### config.mk
export PLATFORM = sky130hd
export DESIGN_NAME = acrc_ctrl
export DESIGN_NICKNAME = d
export VERILOG_FILES = /design/src/inc/acrc_pkg.sv /design/src/verilog/acrc_ctrl.sv
export VERILOG_INCLUDE_DIRS = /design/src /design/src/inc
export SDC_FILE = /design/constraint.sdc
export NUM_CORES = 1
export LEC_CHECK = 0
export BUFFER_PORTS_ARGS = -buffer_cell sky130_fd_sc_hd__buf_2
export CAP_MARGIN = 20
export CELL_PAD_IN_SITES_DETAIL_PLACEMENT = 1
export CELL_PAD_IN_SITES_GLOBAL_PLACEMENT = 2
export CORE_MARGIN = 2
export CORE_UTILIZATION = 35
export DETAILED_ROUTE_END_ITERATION = 6
export PLACE_DENSITY = 0.84
export SYNTH_ARGS = -nofsm -noshare
export SYNTH_HDL_FRONTEND = slang
export SYNTH_SLANG_ARGS = --single-unit
### constraint.sdc
create_clock -name clk -period 9.72 [get_ports clk]
set_input_delay 0.486 -clock clk [delete_from_list [all_inputs] [get_ports clk]]
set_output_delay 0.486 -clock clk [all_outputs]
set_load 0.05 [all_outputs]
### src/inc/acrc_consts.svh
// Purpose: named constants of the calibration and reset controller
// Assumes: included by bare name from the package, the checker and the testbench
// Notes: byte addresses on a 32-bit wishbone bus
`ifndef ACRC_CONSTS_SVH
`define ACRC_CONSTS_SVH

// ----------------------------------------
// register byte addresses
// ----------------------------------------
`define ACRC_A_STATUS 8'h00
`define ACRC_A_MODE 8'h04
`define ACRC_A_DATA 8'h08
`define ACRC_A_OFS0 8'h10
`define ACRC_A_GAIN0 8'h20

// ----------------------------------------
// mode register fields
// ----------------------------------------
`define ACRC_F_MODE 2:0
`define ACRC_F_CHOP 3
`define ACRC_F_AC 4
`define ACRC_F_CHAN 6:5
`define ACRC_F_FAST 7
`define ACRC_F_SKIP 8
`define ACRC_MODE_W 9

// ----------------------------------------
// status register fields
// ----------------------------------------
`define ACRC_S_READY 0
`define ACRC_S_SETTLED 1
`define ACRC_S_MODE 4:2
`define ACRC_S_PD 5

// ----------------------------------------
// operating mode codes
// ----------------------------------------
`define ACRC_M_IDLE 3'h0
`define ACRC_M_CONT 3'h1
`define ACRC_M_SINGLE 3'h2
`define ACRC_M_STBY 3'h3
`define ACRC_M_IZS 3'h4
`define ACRC_M_IFS 3'h5
`define ACRC_M_SZS 3'h6
`define ACRC_M_SFS 3'h7

// ----------------------------------------
// reset values and counts
// ----------------------------------------
`define ACRC_MODE_RST 9'h008
`define ACRC_OFS_RST 24'h800000
`define ACRC_GAIN_RST 24'h593cea
`define ACRC_ZS_CHOP 6'h16
`define ACRC_ZS_NOCHOP 6'h18
`define ACRC_FS_CHOP 6'h2c
`define ACRC_FS_NOCHOP 6'h30
`define ACRC_ONES_RESET 6'h20

`endif

### src/inc/acrc_pkg.sv
// Purpose: types of the calibration and reset controller
// Assumes: constants come from acrc_consts.svh
// Notes: none
package acrc_pkg;
`include "acrc_consts.svh"

   // controller sequencing states
   typedef enum logic [1:0] {ACRC_IDLE, ACRC_CAL} acrc_state_t;

   // calibration coefficient word
   typedef logic [23:0] acrc_word_t;

endpackage : acrc_pkg

### src/verilog/acrc_ctrl.sv
// Purpose: calibration sequencer and reset event control of a bridge adc
// Assumes: word_done and cal_result come from filter logic on clk
// Notes: pins pass two flops; registers on classic wishbone
// Functional notes
// - starting a calibration raises ready pin and bit; they fall when it ends
// - mode field is back to idle when ready falls after calibration
// - quick-settle and filter-bypass act as cleared at their outputs during calibration
// - mode 100: internal zero-scale, 22/24 words, updates channel offset
// - internal calibrations ignore alternating excitation and use dc
// - mode 101: internal full-scale, 44/48 words, updates channel gain
// - mode 110: system zero-scale, 22/24 words, updates channel offset
// - mode 111: system full-scale, 22/24 words, updates channel gain
// - system calibrations keep alternating excitation when it is selected
// - power-on reset: defaults, idle, filter reset, analog down, serial reset
// - reset pin: like power-on but analog power left alone
// - standby pin: filter reset, analog down, flags set, registers kept
// - mode 011 write: filter reset, analog down, flags set
// - filter restart pin: filter reset, flags set, running calibration dropped
// - mode 000 write: load mode, filter reset and flags set
// - conversion or calibration write: load mode, filter reset, flags set
// - 32 ones on serial input act like the reset pin
// - data register read sets ready only
// - offset registers 24 bits, reset 800000, subtracted before gain
// - gain registers reset 593cea, scale the offset-corrected result
`timescale 1ns/10ps

module acrc_ctrl
   import acrc_pkg::*;
#(
   parameter int NCH = 3, // calibration register pairs
   parameter int EXC_DIV = 64 // clk cycles per excitation half period
) (
   input wire logic clk, // 125 MHz clock
   input wire logic rst, // power-on reset, async, high
   input wire logic [7:0] wb_adr_i, // byte address
   input wire logic [31:0] wb_dat_i, // write data
   input wire logic [3:0] wb_sel_i, // byte enables
   input wire logic wb_we_i, // write
   input wire logic wb_cyc_i, // cycle
   input wire logic wb_stb_i, // strobe
   output logic [31:0] wb_dat_o, // read data
   output logic wb_ack_o, // acknowledge
   input wire logic reset_pin, // reset pin, high
   input wire logic standby_pin, // standby pin, high
   input wire logic restart_pin, // filter restart pin, high
   input wire logic sclk_pin, // serial clock pin
   input wire logic sdin_pin, // serial data in pin
   input wire logic word_done, // filter output word pulse
   input wire logic [23:0] filt_word, // filter output word
   input wire logic [23:0] cal_result, // coefficient from cal arithmetic
   output logic rdy_pin, // ready pin, high while busy
   output logic filter_reset, // filter reset pulse
   output logic serial_reset, // serial interface reset pulse
   output logic analog_pd, // analog power down
   output logic [2:0] mode_out, // operating mode field
   output logic fast_eff, // effective quick-settle
   output logic skip_eff, // effective filter bypass
   output logic excite_ac, // alternating excitation active
   output logic bridge_drive_phase, // excitation phase
   output logic [1:0] cal_input, // 0 ext, 1 short, 2 int full-scale
   output acrc_word_t ofs_out, // offset of selected channel
   output acrc_word_t gain_out // gain of selected channel
);

   // ----------------------------------------
   // helpers
   // ----------------------------------------

   // output words a calibration lasts
   function automatic logic [5:0] cal_words(input logic [2:0] m, input logic chop);
      if (m == `ACRC_M_IFS) begin
         return chop ? `ACRC_FS_CHOP : `ACRC_FS_NOCHOP;
      end
      return chop ? `ACRC_ZS_CHOP : `ACRC_ZS_NOCHOP;
   endfunction : cal_words

   // map channels beyond existing pairs to channel 0
   function automatic logic [1:0] chan_idx(input logic [1:0] c);
      return (int'(c) < NCH) ? c : 2'h0;
   endfunction : chan_idx

   // ----------------------------------------
   // pin synchronisers and edges
   // ----------------------------------------
   logic [4:0] pin_s1_q, pin_s2_q, pin_s3_q;
   always_ff @(posedge clk or posedge rst) begin
      if (rst) begin
         pin_s1_q <= 5'h00;
         pin_s2_q <= 5'h00;
         pin_s3_q <= 5'h00;
      end else begin
         pin_s1_q <= {sdin_pin, sclk_pin, restart_pin, standby_pin, reset_pin};
         pin_s2_q <= pin_s1_q;
         pin_s3_q <= pin_s2_q;
      end
   end

   wire logic pin_reset = pin_s2_q[0];
   wire logic pin_stby = pin_s2_q[1];
   wire logic rise_reset = pin_s2_q[0] & ~pin_s3_q[0];
   wire logic rise_stby = pin_s2_q[1] & ~pin_s3_q[1];
   wire logic rise_restart = pin_s2_q[2] & ~pin_s3_q[2];
   wire logic sclk_rise = pin_s2_q[3] & ~pin_s3_q[3];
   wire logic sdin_s = pin_s2_q[4];

   // ----------------------------------------
   // serial ones watcher
   // ----------------------------------------
   logic [5:0] ones_q, ones_d;
   wire logic ones_hit = sclk_rise & sdin_s & (ones_q == `ACRC_ONES_RESET - 6'h01);
   // count consecutive ones clocked in
   assign ones_d = !sclk_rise ? ones_q : (!sdin_s || ones_hit) ? 6'h00 : ones_q + 6'h01;
   always_ff @(posedge clk or posedge rst) begin
      if (rst) begin
         ones_q <= 6'h00;
      end else begin
         ones_q <= ones_d;
      end
   end

   // ----------------------------------------
   // wishbone slave
   // ----------------------------------------
   logic ack_q;
   logic [31:0] rdat_q;
   wire logic req = wb_cyc_i & wb_stb_i & ~ack_q;
   wire logic wr_take = wb_cyc_i & wb_stb_i & wb_we_i & ack_q;
   wire logic rd_take = wb_cyc_i & wb_stb_i & ~wb_we_i & ack_q;
   wire logic hit_mode = wb_adr_i == `ACRC_A_MODE;
   wire logic hit_data = wb_adr_i == `ACRC_A_DATA;
   wire logic [1:0] cal_idx = wb_adr_i[3:2];
   wire logic hit_ofs = (wb_adr_i[7:4] == 4'(`ACRC_A_OFS0 >> 4)) && int'(cal_idx) < NCH;
   wire logic hit_gain = (wb_adr_i[7:4] == 4'(`ACRC_A_GAIN0 >> 4)) && int'(cal_idx) < NCH;
   wire logic mode_wr = wr_take & hit_mode & wb_sel_i[0];

   // ----------------------------------------
   // control state
   // ----------------------------------------
   acrc_state_t state_q;
   logic [`ACRC_MODE_W-1:0] mode_q;
   logic ready_q, settled_q, pd_q, frst_q, srst_q;
   logic [5:0] wcnt_q;
   acrc_word_t data_q;
   acrc_word_t ofs_q [NCH];
   acrc_word_t gain_q [NCH];

   // effective values of mode register fields
   wire logic [2:0] mcode = mode_q[`ACRC_F_MODE];
   wire logic [1:0] chan = chan_idx(mode_q[`ACRC_F_CHAN]);
   wire logic cal_on = state_q == ACRC_CAL;
   wire logic int_cal = cal_on & ~mcode[1];
   wire logic soft_rst = pin_reset | ones_hit;

   // new mode value from a bus write, byte lanes 0 and 1
   wire logic [`ACRC_MODE_W-1:0] mode_new = {
      wb_sel_i[1] ? wb_dat_i[`ACRC_F_SKIP] : mode_q[`ACRC_F_SKIP], wb_dat_i[7:0]};
   wire logic [2:0] new_code = mode_new[`ACRC_F_MODE];
   wire logic wr_idle = mode_wr & (new_code == `ACRC_M_IDLE);
   wire logic wr_stby = mode_wr & (new_code == `ACRC_M_STBY);
   wire logic wr_run = mode_wr & ~wr_idle & ~wr_stby;
   wire logic wr_cal = wr_run & new_code[2];

   // words launched before the filter restart do not count
   wire logic word_ok = word_done & ~frst_q;
   // calibration end on the last counted output word
   wire logic cal_last = cal_on & word_ok &
      (wcnt_q == cal_words(mcode, mode_q[`ACRC_F_CHOP]) - 6'h01);
   wire logic conv_word = ~cal_on & word_done &
      (mcode == `ACRC_M_CONT || mcode == `ACRC_M_SINGLE);

   // events that set ready and settled flags
   wire logic flag_evt = soft_rst | rise_stby | pin_stby | rise_restart | mode_wr;
   wire logic data_rd = rd_take & hit_data;

   // ----------------------------------------
   // bus acknowledge and read data
   // ----------------------------------------
   logic [31:0] rmux;
   always_comb begin
      rmux = 32'h0000_0000;
      if (wb_adr_i == `ACRC_A_STATUS) begin
         rmux[`ACRC_S_READY] = ready_q;
         rmux[`ACRC_S_SETTLED] = settled_q;
         rmux[`ACRC_S_MODE] = mcode;
         rmux[`ACRC_S_PD] = pd_q;
      end else if (hit_mode) begin
         rmux[`ACRC_MODE_W-1:0] = mode_q;
      end else if (hit_data) begin
         rmux[23:0] = data_q;
      end else if (hit_ofs) begin
         rmux[23:0] = ofs_q[cal_idx];
      end else if (hit_gain) begin
         rmux[23:0] = gain_q[cal_idx];
      end
   end

   always_ff @(posedge clk or posedge rst) begin
      if (rst) begin
         ack_q <= 1'b0;
         rdat_q <= 32'h0000_0000;
      end else begin
         ack_q <= req;
         rdat_q <= req ? rmux : rdat_q;
      end
   end

   // ----------------------------------------
   // calibration sequencer
   // ----------------------------------------
   always_ff @(posedge clk or posedge rst) begin
      if (rst) begin
         state_q <= ACRC_IDLE;
         wcnt_q <= 6'h00;
      end else if (soft_rst || pin_stby || rise_restart || mode_wr) begin
         state_q <= wr_cal && !soft_rst && !pin_stby ? ACRC_CAL : ACRC_IDLE;
         wcnt_q <= 6'h00;
      end else begin
         case (state_q)
            ACRC_IDLE: begin
               wcnt_q <= 6'h00;
            end
            ACRC_CAL: begin
               if (cal_last) begin
                  state_q <= ACRC_IDLE;
                  wcnt_q <= 6'h00;
               end else if (word_ok) begin
                  wcnt_q <= wcnt_q + 6'h01;
               end
            end
            default: begin
               state_q <= ACRC_IDLE;
            end
         endcase
      end
   end

   // ----------------------------------------
   // mode field and flags
   // ----------------------------------------
   always_ff @(posedge clk or posedge rst) begin
      if (rst) begin
         mode_q <= `ACRC_MODE_RST;
         ready_q <= 1'b1;
         settled_q <= 1'b1;
         pd_q <= 1'b1;
      end else begin
         if (soft_rst) begin
            mode_q <= `ACRC_MODE_RST;
         end else if (mode_wr) begin
            mode_q <= mode_new;
         end else if (cal_last) begin
            mode_q[`ACRC_F_MODE] <= `ACRC_M_IDLE;
         end
         // analog power: down on standby, up when running
         if (rise_stby || pin_stby || wr_stby) begin
            pd_q <= 1'b1;
         end else if (wr_run && !soft_rst) begin
            pd_q <= 1'b0;
         end
         // flag set events win over clearing
         if (flag_evt) begin
            ready_q <= 1'b1;
            settled_q <= 1'b1;
         end else if (cal_last || conv_word) begin
            ready_q <= 1'b0;
            settled_q <= conv_word ? 1'b0 : settled_q;
         end else if (data_rd) begin
            ready_q <= 1'b1;
         end
      end
   end

   // ----------------------------------------
   // reset pulses, data word
   // ----------------------------------------
   always_ff @(posedge clk or posedge rst) begin
      if (rst) begin
         frst_q <= 1'b1;
         srst_q <= 1'b1;
         data_q <= 24'h000000;
      end else begin
         frst_q <= flag_evt;
         srst_q <= soft_rst;
         data_q <= conv_word ? filt_word : data_q;
      end
   end

   // ----------------------------------------
   // calibration coefficient registers
   // ----------------------------------------
   always_ff @(posedge clk or posedge rst) begin
      if (rst) begin
         for (int i = 0; i < NCH; i++) begin
            ofs_q[i] <= `ACRC_OFS_RST;
            gain_q[i] <= `ACRC_GAIN_RST;
         end
      end else if (soft_rst) begin
         for (int i = 0; i < NCH; i++) begin
            ofs_q[i] <= `ACRC_OFS_RST;
            gain_q[i] <= `ACRC_GAIN_RST;
         end
      end else if (cal_last) begin
         if (mcode[0]) begin
            gain_q[chan] <= cal_result;
         end else begin
            ofs_q[chan] <= cal_result;
         end
      end else if (wr_take && wb_sel_i[2:0] == 3'h7) begin
         if (hit_ofs) begin
            ofs_q[cal_idx] <= wb_dat_i[23:0];
         end else if (hit_gain) begin
            gain_q[cal_idx] <= wb_dat_i[23:0];
         end
      end
   end

   // ----------------------------------------
   // excitation divider and phase
   // ----------------------------------------
   logic [15:0] exc_cnt_q;
   logic phase_q;
   wire logic exc_tick = exc_cnt_q == 16'(EXC_DIV - 1);
   // internal calibrations force dc drive
   wire logic ac_on = mode_q[`ACRC_F_AC] & ~int_cal & ~pd_q;
   always_ff @(posedge clk or posedge rst) begin
      if (rst) begin
         exc_cnt_q <= 16'h0000;
         phase_q <= 1'b0;
      end else begin
         exc_cnt_q <= exc_tick ? 16'h0000 : exc_cnt_q + 16'h0001;
         phase_q <= ac_on ? phase_q ^ exc_tick : 1'b0;
      end
   end

   // ----------------------------------------
   // outputs
   // ----------------------------------------
   assign wb_ack_o = ack_q;
   assign wb_dat_o = rdat_q;
   assign rdy_pin = ready_q;
   assign filter_reset = frst_q;
   assign serial_reset = srst_q;
   assign analog_pd = pd_q;
   assign mode_out = mcode;
   assign fast_eff = mode_q[`ACRC_F_FAST] & ~cal_on;
   assign skip_eff = mode_q[`ACRC_F_SKIP] & ~cal_on;
   assign excite_ac = ac_on;
   assign bridge_drive_phase = phase_q;
   assign cal_input = !cal_on ? 2'h0 : mcode[1] ? 2'h0 : mcode[0] ? 2'h2 : 2'h1;
   assign ofs_out = ofs_q[chan];
   assign gain_out = gain_q[chan];

endmodule : acrc_ctrl
# Word level (Yosys, flattened, before mapping)
# Index checks and enable logic that the tools add are counted.
# op_classes
eq_ne,19
reduce_logical,39
muxes,71
add_sub_neg,4
magnitude_cmp,6
bitwise,49
# ops
operator,n
two-way mux 72 bit,11
two-way mux 24 bit,13
bitwise mux 72 bit,4
binary-select mux 24 bit (select 2 bit),4
demux 24 bit (select 2 bit),2
two-way mux 6 bit,8
AND 1 bit,29
two-way mux 18 bit,1
two-way mux 9 bit,2
nonzero test 3 bit,6
adder 16 x 1 -> 16 bit (second input constant),1
equality test 16 x 6 -> 1 bit (second input constant),1
two-way mux 16 bit,1
two-way mux 15 bit,1
adder 6 x 1 -> 6 bit (second input constant),2
two-way mux 1 bit,12
two-way mux 2 bit,6
NOT 1 bit,12
case mux 6 bit (2 select lines),1
nonzero test 2 bit,5
equality test 8 x 3 -> 1 bit (second input constant),1
equality test 8 x 4 -> 1 bit (second input constant),1
logical AND 1 bit,8
zero test 8 bit,1
30 further kinds,55
# totals
elab_cells,213
regBits,252
output_inout_bits,94

# Longest topological paths before layout
# Gate-level depths: netlist of the first run.
# logic_depth
ltp_word,14
mapped_depth,12
ltp_nobuf,9

# Worst setup path after synthesis of the first run
# OpenSTA, ideal clock, no wires.
# synth_path
path_kind,register -> output
startpoint,register mode_q[6]
endpoint,output port gain_out[11]
arrival_ns,2.555
path_slack_ns,6.679
stages_incl_launch_ff,7
cell_sequence,dfrtp_1 > inv_1 > ha_1 > clkbuf_1 > buf_1 > mux2i_1 > o21ai_0
# synth_between
elab_chain_len,6
# synth_rtl
item,line_no,text
from (decl),acrc_ctrl.sv:140,logic [`ACRC_MODE_W-1:0] mode_q;
from (signal assigned),acrc_ctrl.sv:242,mode_q <= `ACRC_MODE_RST;
from (signal assigned),acrc_ctrl.sv:248,mode_q <= `ACRC_MODE_RST;
from (signal assigned),acrc_ctrl.sv:250,mode_q <= mode_new;
< comparator 2 bit,acrc_ctrl.sv:79,return (int'(c) < NCH) ? c : 2'h0;
two-way mux 2 bit *,acrc_ctrl.sv:79,
NOT 2 -> 3 bit (implied by the code) *,acrc_ctrl.sv:351,assign gain_out = gain_q[chan];
binary-select mux 24 bit (select 2 bit) *,acrc_ctrl.sv:351,
two-way mux 24 bit (implied by the code) * (2 in a row),acrc_ctrl.sv:351,
to (decl),acrc_ctrl.sv:62,output acrc_word_t gain_out
# Mark *: on every way between the ends. The rest lies on a longest branch, timed or not. The select of a mux whose other input is x is not followed.

# Worst setup path after layout of the first run
# layout_path
startpoint,register mode_q[0]
endpoint,register gain_q[51] (netlist name)
# layout_between
elab_chain_len,8
word_cells_on_any_way,13
# layout_rtl
item,line_no,text
equality test 3 bit (no source line),n/a,
two-way mux 1 bit,acrc_ctrl.sv:71,if (m == `ACRC_M_IFS) begin
two-way mux 6 bit,acrc_ctrl.sv:74,return chop ? `ACRC_ZS_CHOP : `ACRC_ZS_NOCHOP;
subtractor 6 x 1 -> 6 bit,acrc_ctrl.sv:167,"(wcnt_q == cal_words(mcode, mode_q[`ACRC_F_CHOP]) - 6'h01);"
equality test 6 bit,acrc_ctrl.sv:167,
AND 1 bit,acrc_ctrl.sv:166,wire logic cal_last = cal_on & word_ok &
"!= test 3 bit (no source line), or another cell as far along",n/a,
AND reduction 4 bit (no source line) / two-way mux 72 bit (equally long branches),n/a,
"to (signal, indexed assignment)",acrc_ctrl.sv:295,gain_q[i] <= `ACRC_GAIN_RST;
"to (signal, indexed assignment)",acrc_ctrl.sv:300,gain_q[i] <= `ACRC_GAIN_RST;
"to (signal, indexed assignment)",acrc_ctrl.sv:304,gain_q[chan] <= cal_result;
to (decl),acrc_ctrl.sv:145,acrc_word_t gain_q [NCH];
# Several ways; a longest one is shown, not always the timed one.
# A chain may end at the register's enable or synchronous reset.

==> metrics.csv, run 1 <==
stage,metric,value,unit
synth,Synth area leader,dfrtp_1,
timing,min Tclk post-route,4480,ps
synth,top-count cell post-synth,nand2_1,
floorplan,die width,204,microns
finish,area grow syn2layout,16.8,%
grt,first-pass GRT wire length,83.6,mm
route,Final ANT Viol Nets,0,
route,drt drc,0,
power,Sw Ratio,25.5,%
placement,Post-DP HPWL,34.5,mm
placement,GP Congestion,0.816,
worst_setup_path,"Arr. time, crit path",4960,ps
route,DRT Pass-1 Iters,5,
synth,Ys Warns,0,
clock_network,Max clock buf depth,3,
worst_setup_path,startpoint class of the critical path,flop,
timing,PnR worst setup slack,5240,ps
floorplan,row cnt,73,
route,final WL,54.1,mm
synth,Yosys top cell area share,36.0,%
power,P_int,0.00182,W
power,Reg power frac,43.6,%
clock_network,"Gates resized, CTS repair",0,
route,detailed-route wire length per cell,24.3,microns
synth,Synth top cells by count,"203 x nand2_1, 201 x dfrtp_1, 145 x o21ai_0",
timing,RSZ-0062 raised after global routing,no,
grt,vias in the first global route,13500,
synth,Synth Register Bits,249,
clock_network,Root Driver,clkbuf_16,
placement,Placement Cell Area,0.0152,sq mm
power,Clk network pwr share,49.0,%
floorplan,die area,0.0415,sq mm
synth,mean post-synth cell area,8.86,sq um
hold_path,worst min path class,in2reg,
synth,"EDFF count, synth",0,
grt,Total GRT Usage,26.1,%
clock_network,setup bufs post-CTS,0,
clock_network,worst skew pair latency,570,ps
synth,synth top area cells,"dfrtp_1 36%, dfstp_2 9.0%, mux2i_1 7.2%, nand2_1 5.5%, o21ai_0 5.2%",
finish,layout cells sized above 1,21.5,%
power,"IR drop worst, VDD",132,uV
timing,final hold viol count,0,
clock_network,CTS Sinks,249,
worst_setup_path,required time of the critical path,10200,ps
placement,Setup WS pre-CTS,5130,ps
clock_network,cts hold-fix bufs,0,
floorplan,Die Ht,204,microns
timing,clock skew,11.5,ps
timing,period utilization,46.1,%
synth,Post-synth ARST share,100,%
clock_network,CTS tree,built,
status,run status,"complete, no violations",
worst_setup_path,CP Capture Type,flop,
timing,Pins Over Slew Limit,0,
synth,Synth Instances,1577,
placement,PortBufs,179,
timing,Slew HR,29.4,%
route,vias after detailed routing,12900,
finish,final instance area,0.0163,sq mm
worst_setup_path,crit path kind,reg2reg,
power,switching pwr,0.000625,W
finish,number of nets in the layout,1793,
grt,largest net degree at the start of global routing,108,
clock_network,H-Tree Depth,1,
run,Max-Cap Viols,0,
synth,"Top FF cell, synth",dfrtp_1,
floorplan,Core ar.,0.0395,sq mm
route,DRT iter0 DRCs,921,
power,Leak Pwr,6.71,nW
floorplan,Ports,197,
route,vias per cell,5.78,
grt,GRT overflow,0,
synth,"Seq/Total Area, Yosys",45.0,%
grt,initial antenna violation count,0,
timing,sum of negative setup slack,0,ps
power,combinational power share,7.4,%
timing,Final setup viols,0,
floorplan,initial core utilization,35.3,%
synth,synthesized area,0.0140,sq mm
timing,Fmax,0.223,GHz
clock_network,Num CTS Buffers,30,
finish,ANT cells,0,
worst_setup_path,crit path max fanout,77,
clock_network,clock-pin slew on the worst setup and hold paths,60,ps
timing,worst slew pin tran,1040,ps
power,power density over cell area,150,mW/mm^2
synth,Netlist cell types,59,
-- layout make-up --
cell class	instances	area [sq um]
multi-input combinational	1170	7120
timing repair buffer	205	1110
sequential	249	6290
fill	4593	23200
clock inverter	9	129
inverter	24	97.6
clock buffer	47	916
tap	525	657
-- path summary, 6_finish.rpt --
| kind | from | slack (ps) | end | cells past startpoint |
|---|---|---|---|---|
| worst max-delay path | mode_q[0]$_DFFE_PP0P_ | 5240 | gain_q[51]$_DFFE_PP1P_ | 8 |
| worst min-delay path | restart_pin | 20 | pin_s1_q[2]$_DFF_PP0_ | 1 |
| worst max register to register | mode_q[0]$_DFFE_PP0P_ | 5240 | gain_q[51]$_DFFE_PP1P_ | 8 |
| worst min register to register | pin_s1_q[1]$_DFF_PP0_ | 350 | pin_s2_q[1]$_DFF_PP0_ | 0 |
| max in group asynchronous | rst | 7430 | gain_q[61]$_DFFE_PP1P_ | 5 |
| min in group asynchronous | rst | 40 | exc_cnt_q[11]$_DFF_PP0_ | 2 |
-- power groups by stage --
stage / Clock, W / Sequential, W / Combinational [W]
4_1_cts: 0.00122 / 0.00107 / 0.000180
6_report: 0.00120 / 0.00107 / 0.000181
2_1_floorplan: 0 / 0.00110 / 0.0000857
3_3_place_gp: 0 / 0.00108 / 0.000176
5_1_grt: 0.00126 / 0.00107 / 0.000195
3_5_place_dp: 0 / 0.00108 / 0.000179
-- per-stage QoR --
stage | power [W] | cells | utilization [%] | hold slack (ps)
5_1_grt | 0.00252 | 2229 | 41.3 | 11.1
3_5_place_dp | 0.00126 | 2172 | 38.6 | 337
6_report | 0.00245 | 2229 | 41.3 | 22.7
3_3_place_gp | 0.00126 | 2172 | 38.6 | 333
2_1_floorplan | 0.00118 | 1584 | - | 331
4_1_cts | 0.00246 | 2228 | 41.2 | 7.65
-- placed cells by master (no fill, tap or decap), types with 12 or more instances in the layout --
cell type,count
a21oi_1,85
mux2_2,25
nor3_1,116
nor2b_1,31
nor3_2,20
dfrtp_1,201
o22ai_1,28
a32oi_1,69
and3_1,12
nor2_1,93
clkbuf_16,31
o21ai_0,145
nand2_1,203
inv_1,22
dfstp_2,48
xnor2_1,16
buf_4,25
o211ai_1,12
nand3_1,115
mux2i_1,98
buf_2,179
-- registers in the layout (all words and copies together), names as in the netlist, 2 cells and up --
register   flops
wb_dat_o      24
ones_q         6
exc_cnt_q     16
gain_q        72
pin_s1_q       5
ofs_q         72
wcnt_q         6
pin_s2_q       5
mode_q         9
pin_s3_q       2
data_q        24
-- routing by layer --
metal | wire length (microns) | up-vias | GRT usage [%]
met3 | 3170 | 87 | 2.86
met2 | 25300 | 436 | 42.5
met1 | 24300 | 6505 | 36.8
met5 | 0 | - | 0
li1 | - | 5863 | -
met4 | 1260 | 0 | 7.06
-- critical path, stage by stage (launching register included) --
cell	delay [ps]
dfrtp_1	790
and3b_2	360
ha_1	190
xnor3_1	320
nor4_2	480
and3_4	920
mux2i_4	990
nor2_1	90
nor3_1	240
-- logic make-up after synthesis --
group | count (synthesis) | synth area share, %
compound gates | 366 | 16.0
xor+xnor | 26 | 1.83
fa+ha+maj | 10 | 0.895
buf+inv | 165 | 5.08
flops | 249 | 45.0
mux | 128 | 9.55
other cells | 1 | 0.0268
simple gates | 632 | 21.6
Note: power is estimated with default switching activity, not from simulation.
==> inputs of run 2 (changes only) <==
Clock period 9.72 ns to 4.19 ns, I/O delays scaled along.
==> metrics.csv, run 2 (synthesis gave the netlist of run 1 again) <==
stage,metric,value,unit
timing,Final setup viols,0,
worst_setup_path,worst path cell trace,"inv_1, ha_1, xnor3_1, nor4_2, and3_2, buf_4, mux2_4, nand2_1, nand3_1, dlygate4sd3_1",
finish,top flop regs,"gain_q: 72 flops, ofs_q: 72 flops",
worst_setup_path,max incr delay on CP,620,ps
timing,final hold viol count,0,
route,Final ANT Viol Nets,0,
worst_setup_path,internal reg-to-reg setup slack,290,ps
finish,layout cells sized above 1,21.0,%
worst_setup_path,Worst R2R End,gain_q[4]$_DFFE_PP0P_,
route,detailed-route wire length per cell,23.5,microns
power,"IR drop worst, VDD",273,uV
grt,first-pass GRT wire length,84.9,mm
grt,vias in the first global route,14100,
placement,GP Congestion,0.831,
finish,ANT cells,0,
clock_network,worst skew pair latency,590,ps
clock_network,H-Tree Depth,1,
clock_network,CTS Sinks,249,
clock_network,Max clock buf depth,3,
floorplan,Die Ht,204,microns
worst_setup_path,CP Capture Point,gain_q[4]$_DFFE_PP0P_,
clock_network,Num CTS Buffers,31,
worst_setup_path,Slowest cell on crit path,dfstp_2,
floorplan,die area,0.0415,sq mm
timing,min Tclk post-route,3900,ps
placement,Post-DP HPWL,35.2,mm
worst_setup_path,"Arr. time, crit path",4360,ps
grt,largest net degree at the start of global routing,155,
route,drt drc,0,
clock_network,Root Driver,clkbuf_16,
power,power density over cell area,326,mW/mm^2
floorplan,Core ar.,0.0395,sq mm
route,DRT iter0 DRCs,984,
clock_network,"Gates resized, CTS repair",0,
status,run status,"complete, no violations",
worst_setup_path,WP depth,10,
timing,sum of negative setup slack,0,ps
worst_setup_path,Buf/Inv on CP,3,
timing,period utilization,93.0,%
floorplan,row cnt,73,
worst_setup_path,crit path max fanout,38,
worst_setup_path,Top delay family on crit path,buffers and inverters,
route,vias after detailed routing,13300,
finish,area grow syn2layout,23.5,%
grt,initial antenna violation count,0,
worst_setup_path,startpoint class of the critical path,flop,
worst_setup_path,Worst Setup SP,mode_q[3]$_DFFE_PP1P_,
worst_setup_path,crit path kind,reg2reg,
floorplan,die width,204,microns
floorplan,Ports,197,
route,final WL,54.8,mm
worst_setup_path,reg2reg path depth,10,
clock_network,CTS tree,built,
worst_setup_path,CP Capture Type,flop,
power,Leak Pwr,7.13,nW
route,vias per cell,5.69,
finish,"commonest non-fill, non-tap cell in the layout",nand2_1,
run,Max-Cap Viols,0,
timing,worst slew pin tran,1020,ps
route,DRT Pass-1 Iters,5,
worst_setup_path,required time of the critical path,4650,ps
timing,clock skew,19.6,ps
clock_network,clock-pin slew on the worst setup and hold paths,70,ps
placement,PortBufs,179,
timing,Slew HR,31.8,%
power,total power,0.00562,W
worst_setup_path,Critical R2R Launch,mode_q[3]$_DFFE_PP1P_,
finish,number of nets in the layout,1894,
timing,Pins Over Slew Limit,0,
grt,GRT overflow,0,
grt,Total GRT Usage,26.3,%
timing,Fmax,0.257,GHz
timing,RSZ-0062 raised after global routing,no,
floorplan,initial core utilization,35.3,%
finish,most frequent cells in the layout,"203 x nand2_1, 201 x dfrtp_1, 179 x buf_2",
hold_path,worst min path class,in2reg,
run 2: power by group:
part	leakage, nW	switching (W)	internal [W]
Combinational	3.40	0.000331	0.000150
Sequential	3.23	0.0000282	0.00245
Clock	0.498	0.00109	0.00158
run 2: worst min-delay path, cell delays in order:
cell     delay [ps]
buf_2           180
a32oi_1         120
o21ai_0          70
run 2: worst min-delay path by stage:
stage / startpoint / to / slack [ps] / cells after the start
2_1_floorplan: reset_pin / pin_s1_q[0]$_DFF_PP0_ / 240 / 0
3_3_place_gp: rst / data_q[3]$_DFFE_PP0P_ / 130 / 2
3_5_place_dp: rst / data_q[3]$_DFFE_PP0P_ / 140 / 2
4_1_cts: wb_dat_i[10] / gain_q[34]$_DFFE_PP1P_ / 7 / 3
5_1_grt: wb_dat_i[13] / ofs_q[61]$_DFFE_PP0P_ / 20 / 3
6_report: wb_dat_i[13] / ofs_q[61]$_DFFE_PP0P_ / 30 / 3
run 2: final cells by class:
cell class | instances | area [sq um]
Fill cell | 4601 | 22300
Multi-Input combinational cell | 1170 | 7080
Sequential cell | 249 | 6290
Timing Repair Buffer | 305 | 2130
Clock buffer | 51 | 941
Tap cell | 525 | 657
Inverter | 24 | 93.8
Clock inverter | 7 | 63.8
run 2: what timing repair did:
action                                  CTS  global route
hold endpoints to repair                237             0
endpoints found under the setup margin    0             0
buffers inserted                          0             0
hold buffers                             87             0
run 2: per-layer routing:
metal | share of wire, % | track usage, % | up-vias
li1 | - | - | 6050
met1 | 45 | 36.0 | 6747
met2 | 47 | 43.2 | 401
met3 | 6.3 | 4.41 | 66
met4 | 1.9 | 6.52 | 0
met5 | 0 | 0 | -
run 2: metrics by stage:
step | utilization [%] | hold slack (ps) | instances | worst slack, ps | instance area [sq um]
floorplan | - | 241 | 1584 | 746 | 14000
global placement | 38.8 | 127 | 2185 | 873 | 15300
detailed placement | 38.8 | 143 | 2185 | 794 | 15300
CTS | 43.6 | 7.42 | 2330 | 375 | 17200
global route | 43.6 | 23.6 | 2331 | 110 | 17300
finish | 43.6 | 30.7 | 2331 | 292 | 17300
